$ cat src/logic/ct_pkg.sv
// Shared constants and carriers for the dual counter/timer block.
// Assumes a single 10 MHz system clock and synchronous active-high reset.
package ct_pkg;

  // ----------------------------------------------------------------
  // Widths and counts
  // ----------------------------------------------------------------
  localparam int          NUM_CH      = 2;
  localparam int          CNT_W       = 32;
  localparam int          HALF_W      = 16;
  localparam int          DUTY_W      = 7;
  localparam logic [31:0] DIV_MIN     = 32'h0000_0002;
  localparam logic [6:0]  DUTY_FULL   = 7'h64;
  localparam logic [31:0] CNT_RST     = 32'h0000_0000;
  localparam logic [31:0] ONE32       = 32'h0000_0001;

  // ----------------------------------------------------------------
  // Time base
  // ----------------------------------------------------------------
  localparam int TB_HZ  = 48_000_000;
  localparam int CLK_HZ = 10_000_000;

  // ----------------------------------------------------------------
  // Enumerations
  // ----------------------------------------------------------------
  typedef enum logic [2:0] {
    GATE_NONE = 3'b000,
    GATE_LOW  = 3'b001,
    GATE_HIGH = 3'b010,
    GATE_FALL = 3'b011,
    GATE_RISE = 3'b100
  } gate_e;

  typedef enum logic [0:0] {
    POL_HL = 1'b0,
    POL_LH = 1'b1
  } pol_e;

  typedef enum logic [0:0] {
    SRC_INT = 1'b0,
    SRC_EXT = 1'b1
  } src_e;

  typedef enum logic [1:0] {
    ST_IDLE = 2'b00,
    ST_ARM  = 2'b01,
    ST_RUN  = 2'b10
  } run_e;

  // ----------------------------------------------------------------
  // Per-channel configuration carrier
  // ----------------------------------------------------------------
  typedef struct packed {
    src_e              src;
    gate_e             gate;
    pol_e              pol;
    logic [DUTY_W-1:0] duty;
    logic [CNT_W-1:0]  div;
  } ct_cfg_s;

endpackage

$ cat src/logic/ct_sync.sv
// Two-flop synchroniser with edge detection on the synchronised level.
// Assumes the input is asynchronous to clk.
module ct_sync
  import ct_pkg::*;
(
  input  wire logic clk,
  input  wire logic rst,
  input  wire logic din,
  output logic      level,
  output logic      rise,
  output logic      fall
);

  logic meta_r;
  logic sync_r;
  logic last_r;

  // Flops follow the pin through reset, so a pin idling high
  // gives no false edge once reset lets go
  always_ff @(posedge clk) begin
    meta_r <= din;
    sync_r <= meta_r;
    last_r <= sync_r;
  end

  assign level = sync_r;
  assign rise  = sync_r & ~last_r & ~rst;
  assign fall  = ~sync_r & last_r & ~rst;

endmodule

$ cat src/logic/dual_ct.sv
// Two 32-bit counter/timer channels with clock select, gating, pulse out
// and a lower-word sample latch for the acquisition sampler.
// Assumes external clock and gate pins are asynchronous to clk.
//
// How it works
// - Two independent channels 0 and 1 each hold a 32-bit count, own clock and gate inputs and a pulse output.
// - A low-word sample returns bits 15:0 of the count and an optional high-word sample returns bits 31:16.
// - The low-word sample copies the full 32-bit count into a latch that the high-word sample reads.
// - Internal source advances from a 48 MHz time base and the divider sets the pulse output rate.
// - External source advances on rising edges of the channel clock input.
// - External source uses a divider from 2 to 4294967295, smaller values clamp to 2.
// - Gate none enables the channel two clocks after the start command is seen, passing through the arm state.
// - Low-level gate enables while the gate is low and disables while it is high.
// - High-level gate enables while the gate is high and disables while it is low.
// - Falling-edge gate enables the channel after a high-to-low gate transition.
// - Rising-edge gate enables the channel after a low-to-high gate transition.
// - High-to-low pulse type makes the low part of each period the active part.
// - Low-to-high pulse type makes the high part of each period the active part.
// - The active part lasts duty percent of the period, 50 giving equal halves.
module dual_ct
  import ct_pkg::*;
#(
  parameter int N_CH = NUM_CH
)(
  input  wire logic                    clk,
  input  wire logic                    rst,
  input  wire ct_cfg_s [N_CH-1:0]      cfg,
  input  wire logic [N_CH-1:0]         start,
  input  wire logic [N_CH-1:0]         stop,
  input  wire logic [N_CH-1:0]         ext_clk,
  input  wire logic [N_CH-1:0]         gate,
  input  wire logic [N_CH-1:0]         sample_lo,
  input  wire logic [N_CH-1:0]         sample_hi,
  output logic [N_CH-1:0]              pulse_out,
  output logic [N_CH-1:0]              running,
  output logic [N_CH-1:0][CNT_W-1:0]   count,
  output logic [N_CH-1:0][HALF_W-1:0]  sample_data,
  output logic [N_CH-1:0]              sample_valid
);

  // ----------------------------------------------------------------
  // Internal 48 MHz time base as fractional tick rate on 10 MHz clk
  // ----------------------------------------------------------------
  // Each clk cycle carries TB_HZ/CLK_HZ base ticks; the accumulator
  // spreads the remainder so the long-run rate is exact.
  localparam logic [31:0] TB_WHOLE = 32'(TB_HZ / CLK_HZ);
  localparam logic [31:0] TB_FRAC  = 32'(TB_HZ % CLK_HZ);
  localparam logic [31:0] TB_MOD   = 32'(CLK_HZ);

  logic [31:0] tb_acc_r;
  logic [31:0] tb_step;
  logic [31:0] tb_sum;

  always_comb begin
    tb_sum  = tb_acc_r + TB_FRAC;
    tb_step = TB_WHOLE;
    if (tb_sum >= TB_MOD) begin
      tb_step = TB_WHOLE + ONE32;
    end
  end

  always_ff @(posedge clk) begin
    if (rst) begin
      tb_acc_r <= CNT_RST;
    end else if (tb_sum >= TB_MOD) begin
      tb_acc_r <= tb_sum - TB_MOD;
    end else begin
      tb_acc_r <= tb_sum;
    end
  end

  // ----------------------------------------------------------------
  // Per-channel logic
  // ----------------------------------------------------------------
  for (genvar i = 0; i < N_CH; i++) begin : g_ch
    logic        clk_rise;
    logic        gate_lvl, gate_rise, gate_fall;
    run_e        st_r;
    logic        enable;
    logic [31:0] div_eff;
    logic [31:0] step;
    logic [31:0] phase_r;
    logic [CNT_W:0] phase_sum;
    logic [31:0] act_len;
    logic [CNT_W-1:0] cnt_r;
    logic [CNT_W-1:0] latch_r;
    logic        active;
    logic        pulse_r;
    logic [HALF_W-1:0] sdata_r;
    logic        svalid_r;

    ct_sync u_clk_sync (
      .clk   (clk),
      .rst   (rst),
      .din   (ext_clk[i]),
      .level (),
      .rise  (clk_rise),
      .fall  ()
    );

    ct_sync u_gate_sync (
      .clk   (clk),
      .rst   (rst),
      .din   (gate[i]),
      .level (gate_lvl),
      .rise  (gate_rise),
      .fall  (gate_fall)
    );

    // Run state: software start arms, gate decides enable
    always_ff @(posedge clk) begin
      if (rst) begin
        st_r <= ST_IDLE;
      end else if (stop[i]) begin
        st_r <= ST_IDLE;
      end else begin
        case (st_r)
          ST_IDLE: begin
            if (start[i]) begin
              st_r <= ST_ARM;
            end
          end
          ST_ARM: begin
            case (cfg[i].gate)
              GATE_FALL: if (gate_fall) st_r <= ST_RUN;
              GATE_RISE: if (gate_rise) st_r <= ST_RUN;
              default:   st_r <= ST_RUN;
            endcase
          end
          ST_RUN:  st_r <= ST_RUN;
          default: st_r <= ST_IDLE;
        endcase
      end
    end

    always_comb begin
      case (cfg[i].gate)
        GATE_LOW:  enable = (st_r == ST_RUN) && !gate_lvl;
        GATE_HIGH: enable = (st_r == ST_RUN) && gate_lvl;
        default:   enable = (st_r == ST_RUN);
      endcase
    end

    // Divider, clamped to its legal floor
    assign div_eff = (cfg[i].div < DIV_MIN) ? DIV_MIN : cfg[i].div;

    // Ticks this cycle: 48 MHz base or one per external rising edge
    always_comb begin
      if (cfg[i].src == SRC_EXT) begin
        step = clk_rise ? ONE32 : CNT_RST;
      end else begin
        step = tb_step;
      end
    end

    // Spare bit: phase plus step may pass 2^32 near the top divider
    assign phase_sum = (CNT_W+1)'(phase_r) + (CNT_W+1)'(step);

    always_ff @(posedge clk) begin
      if (rst || !enable) begin
        phase_r <= CNT_RST;
      end else if (phase_sum >= (CNT_W+1)'(div_eff)) begin
        phase_r <= CNT_W'(phase_sum - (CNT_W+1)'(div_eff));
      end else begin
        phase_r <= phase_sum[CNT_W-1:0];
      end
    end

    // Count of base or external ticks while enabled
    always_ff @(posedge clk) begin
      if (rst || (st_r == ST_IDLE && start[i])) begin
        cnt_r <= CNT_RST;
      end else if (enable) begin
        cnt_r <= cnt_r + step;
      end
    end

    // Active length = div * duty / 100, in 64 bits to avoid overflow
    assign act_len = 32'((64'(div_eff) * 64'(cfg[i].duty)) / 64'(DUTY_FULL));
    assign active  = enable && (phase_r < act_len);

    always_ff @(posedge clk) begin
      if (rst) begin
        pulse_r <= 1'b0;
      end else if (cfg[i].pol == POL_LH) begin
        pulse_r <= active;
      end else begin
        pulse_r <= !active;
      end
    end

    // Sample path: low word latches the whole count
    always_ff @(posedge clk) begin
      if (rst) begin
        latch_r <= CNT_RST;
      end else if (sample_lo[i]) begin
        latch_r <= cnt_r;
      end
    end

    always_ff @(posedge clk) begin
      if (rst) begin
        sdata_r  <= '0;
        svalid_r <= 1'b0;
      end else if (sample_lo[i]) begin
        sdata_r  <= cnt_r[HALF_W-1:0];
        svalid_r <= 1'b1;
      end else if (sample_hi[i]) begin
        sdata_r  <= latch_r[CNT_W-1:HALF_W];
        svalid_r <= 1'b1;
      end else begin
        svalid_r <= 1'b0;
      end
    end

    assign pulse_out[i]    = pulse_r;
    assign running[i]      = enable;
    assign count[i]        = cnt_r;
    assign sample_data[i]  = sdata_r;
    assign sample_valid[i] = svalid_r;
  end

endmodule

$ cat config.mk
export PLATFORM = sky130hd
export DESIGN_NAME = dual_ct
export DESIGN_NICKNAME = d
export VERILOG_FILES = /design/src/logic/ct_pkg.sv /design/src/logic/ct_sync.sv /design/src/logic/dual_ct.sv
export SDC_FILE = /design/constraint.sdc
export NUM_CORES = 2
export LEC_CHECK = 0
export ABC_CLOCK_PERIOD_IN_PS = 78300
export BUFFER_PORTS_ARGS = -buffer_cell sky130_fd_sc_hd__buf_2
export CAP_MARGIN = 20
export CORE_ASPECT_RATIO = 2
export CORE_UTILIZATION = 55
export CTS_CLUSTER_DIAMETER = 40
export CTS_CLUSTER_SIZE = 20
export DETAILED_ROUTE_END_ITERATION = 12
export GPL_TIMING_DRIVEN = 0
export PLACE_DENSITY = 0.7
export SLEW_MARGIN = 30
export SYNTH_ARGS = -nofsm -noshare
export SYNTH_HDL_FRONTEND = slang
export SYNTH_HIERARCHICAL = 1
export SYNTH_SLANG_ARGS = --single-unit
export TNS_END_PERCENT = 1
$ cat constraint.sdc
create_clock -name clk -period 78.3 [get_ports clk]
set_input_delay 11.745 -clock clk [delete_from_list [all_inputs] [get_ports clk]]
set_output_delay 11.745 -clock clk [all_outputs]
set_load 0.02 [all_outputs]
==> metrics.txt <==
status completed; Post-Synthesis Cell Area 48130 um2; commonest cells after routing, fill and taps aside nor2_1, nand2_1, inv_1; final setup violation count 0; most common cell after layout, fill and taps aside nor2_1; Tmin final 44.69 ns; path type of the worst min-delay path flip-flop to flip-flop; Place WS 34.07 ns; postcts setup bufs 0; warnings from Yosys 6; met2 global-route usage 73.00%; CP bufs+invs 13; Worst-Margin Slew 1.047 ns; met1 GRT Util 32.03%; via/cell ratio 6.490; post-synthesis average cell area 7.594 um2; Starting Density 55.50%; drt drc 0; CTS Sinks 237; Req. time, crit path 78.81 ns; drt total wl 176800 um; DRT Pass-1 Iters 9; Top-Level Pins 204; crit-path max cell delay 0.86 ns; Max Root-Sink Buffers 3; clk_lat worst skew 0.61 ns; max_cap viols 0; WL per Instance 22.88 um; final cycle utilization of the critical path 57.07%; area grow syn2layout 7.248%; Max-slew headroom 30.23%; most used cell, CP nor2_1; core area 86720 um2; startpoint types input pin; Clk pin slew, worst setup/hold paths 0.07 ns; FP Rows 153; post-cts sizing count 0; Hold Fails Final Rpt 0; DP HPWL 143900 um; antenna violations before repair 6; met3 GRT Util 6.652%; Critical Path Fanout Max 10; first-pass GRT wire length 269600 um; vias 50164; CP Data Arrival Time 45.19 ns; fraction of layout cells with a size suffix above 1 12.08%; die area 88760 um2; Worst Setup Slack, final 33.61 ns; Root Driver clkbuf_16; hold buffer count at CTS 0; CP Capture Type flip-flop; vias in the first global route 50509; Mapped Cells 6337; unrepaired setup endpoints after global routing false; gr busiest metal met2; Crit path max-delay family compound AO/OA/AOI/OAI gates; Mapped Nets 7003; CTS buffer count 28; gr usage total 38.79%; critical setup path kind input pin to flip-flop; die height 420.3 um; largest net degree at the start of global routing 20; setup total negative slack 0 ns; Routed Antenna Nets 0; H-Tree Depth 1; TritonCTS clock tree done; Slew Limit Fails 0; initial DRC count 2859; total grt overflow 0; slowest stage cell on the critical path a2111oi_2; DIE WIDTH 211.2 um; Port-buffer cells 175; Setup Skew 0.03983 ns; maximum clock frequency 22.38 MHz; RD Place Congestion 1.057; Final #Nets 7208
## final timing paths
path	startpoint	endpoint	slack, ns	depth (start not counted)
hold reg to reg	g_ch[1].u_clk_sync/meta_r	g_ch[1].u_clk_sync/level	0.33	0
setup / recovery	cfg[2]	g_ch[0].pulse_r	33.61	109
hold / removal	g_ch[1].u_clk_sync/meta_r	g_ch[1].u_clk_sync/level	0.33	0
setup reg to reg	tb_acc_r[11]	g_ch[0].phase_r[26]	65.83	56
## worst reg2reg max path, delay by kind of cell (launching register included)
family | cells | cell delay, ns
and+or+nand+nor | 13 | 2.01
muxes | 1 | 0.39
adders and majority gates | 3 | 1.01
AOI/OAI and AO/OA | 34 | 7.02
DFF | 1 | 0.41
buffers and inverters | 5 | 1.45
## layout make-up
type / count / area [um2]
Antenna cell: 3 / 7.507
Buffer: 288 / 1774
Clock buffer: 30 / 718.2
Clock inverter: 22 / 294.0
Fill cell: 8322 / 35100
Inverter: 492 / 1851
Multi-Input combinational cell: 5320 / 39900
Sequential cell: 237 / 4745
Tap cell: 1162 / 1454
Timing Repair Buffer: 175 / 875.8
## state kept, by name (all words and copies together), names as in the netlist, 4 cells and up
| register | flops |
|---|---|
| g_ch.latch_r | 32 |
| g_ch.cnt_r | 64 |
| g_ch.st_r | 4 |
| g_ch.sdata_r | 32 |
| g_ch.phase_r | 64 |
| tb_acc_r | 25 |
## per-stage QoR
step	utilization, %	std cells	hold slack (ns)	cell area [um2]
after detailed placement	58.28	7674	0.3151	50540
after CTS	59.45	7726	0.3326	51550
after floorplan	-	6337	0.3096	48130
final	59.52	7729	0.3298	51610
after global placement	58.18	7674	0.3095	50460
after global routing	59.51	7727	0.3394	51610
## per-layer routing
| layer | share of wire, % | vias up |
|---|---|---|
| met1 | 30 | 23882 |
| met4 | 13 | 8 |
| li1 | - | 23113 |
| met5 | 0.033 | - |
| met2 | 52 | 2153 |
| met3 | 5.4 | 1008 |
Power is left out: the tool's default activity adds up to more than one toggle a clock period on the data nets, which glitch-free logic cannot reach.
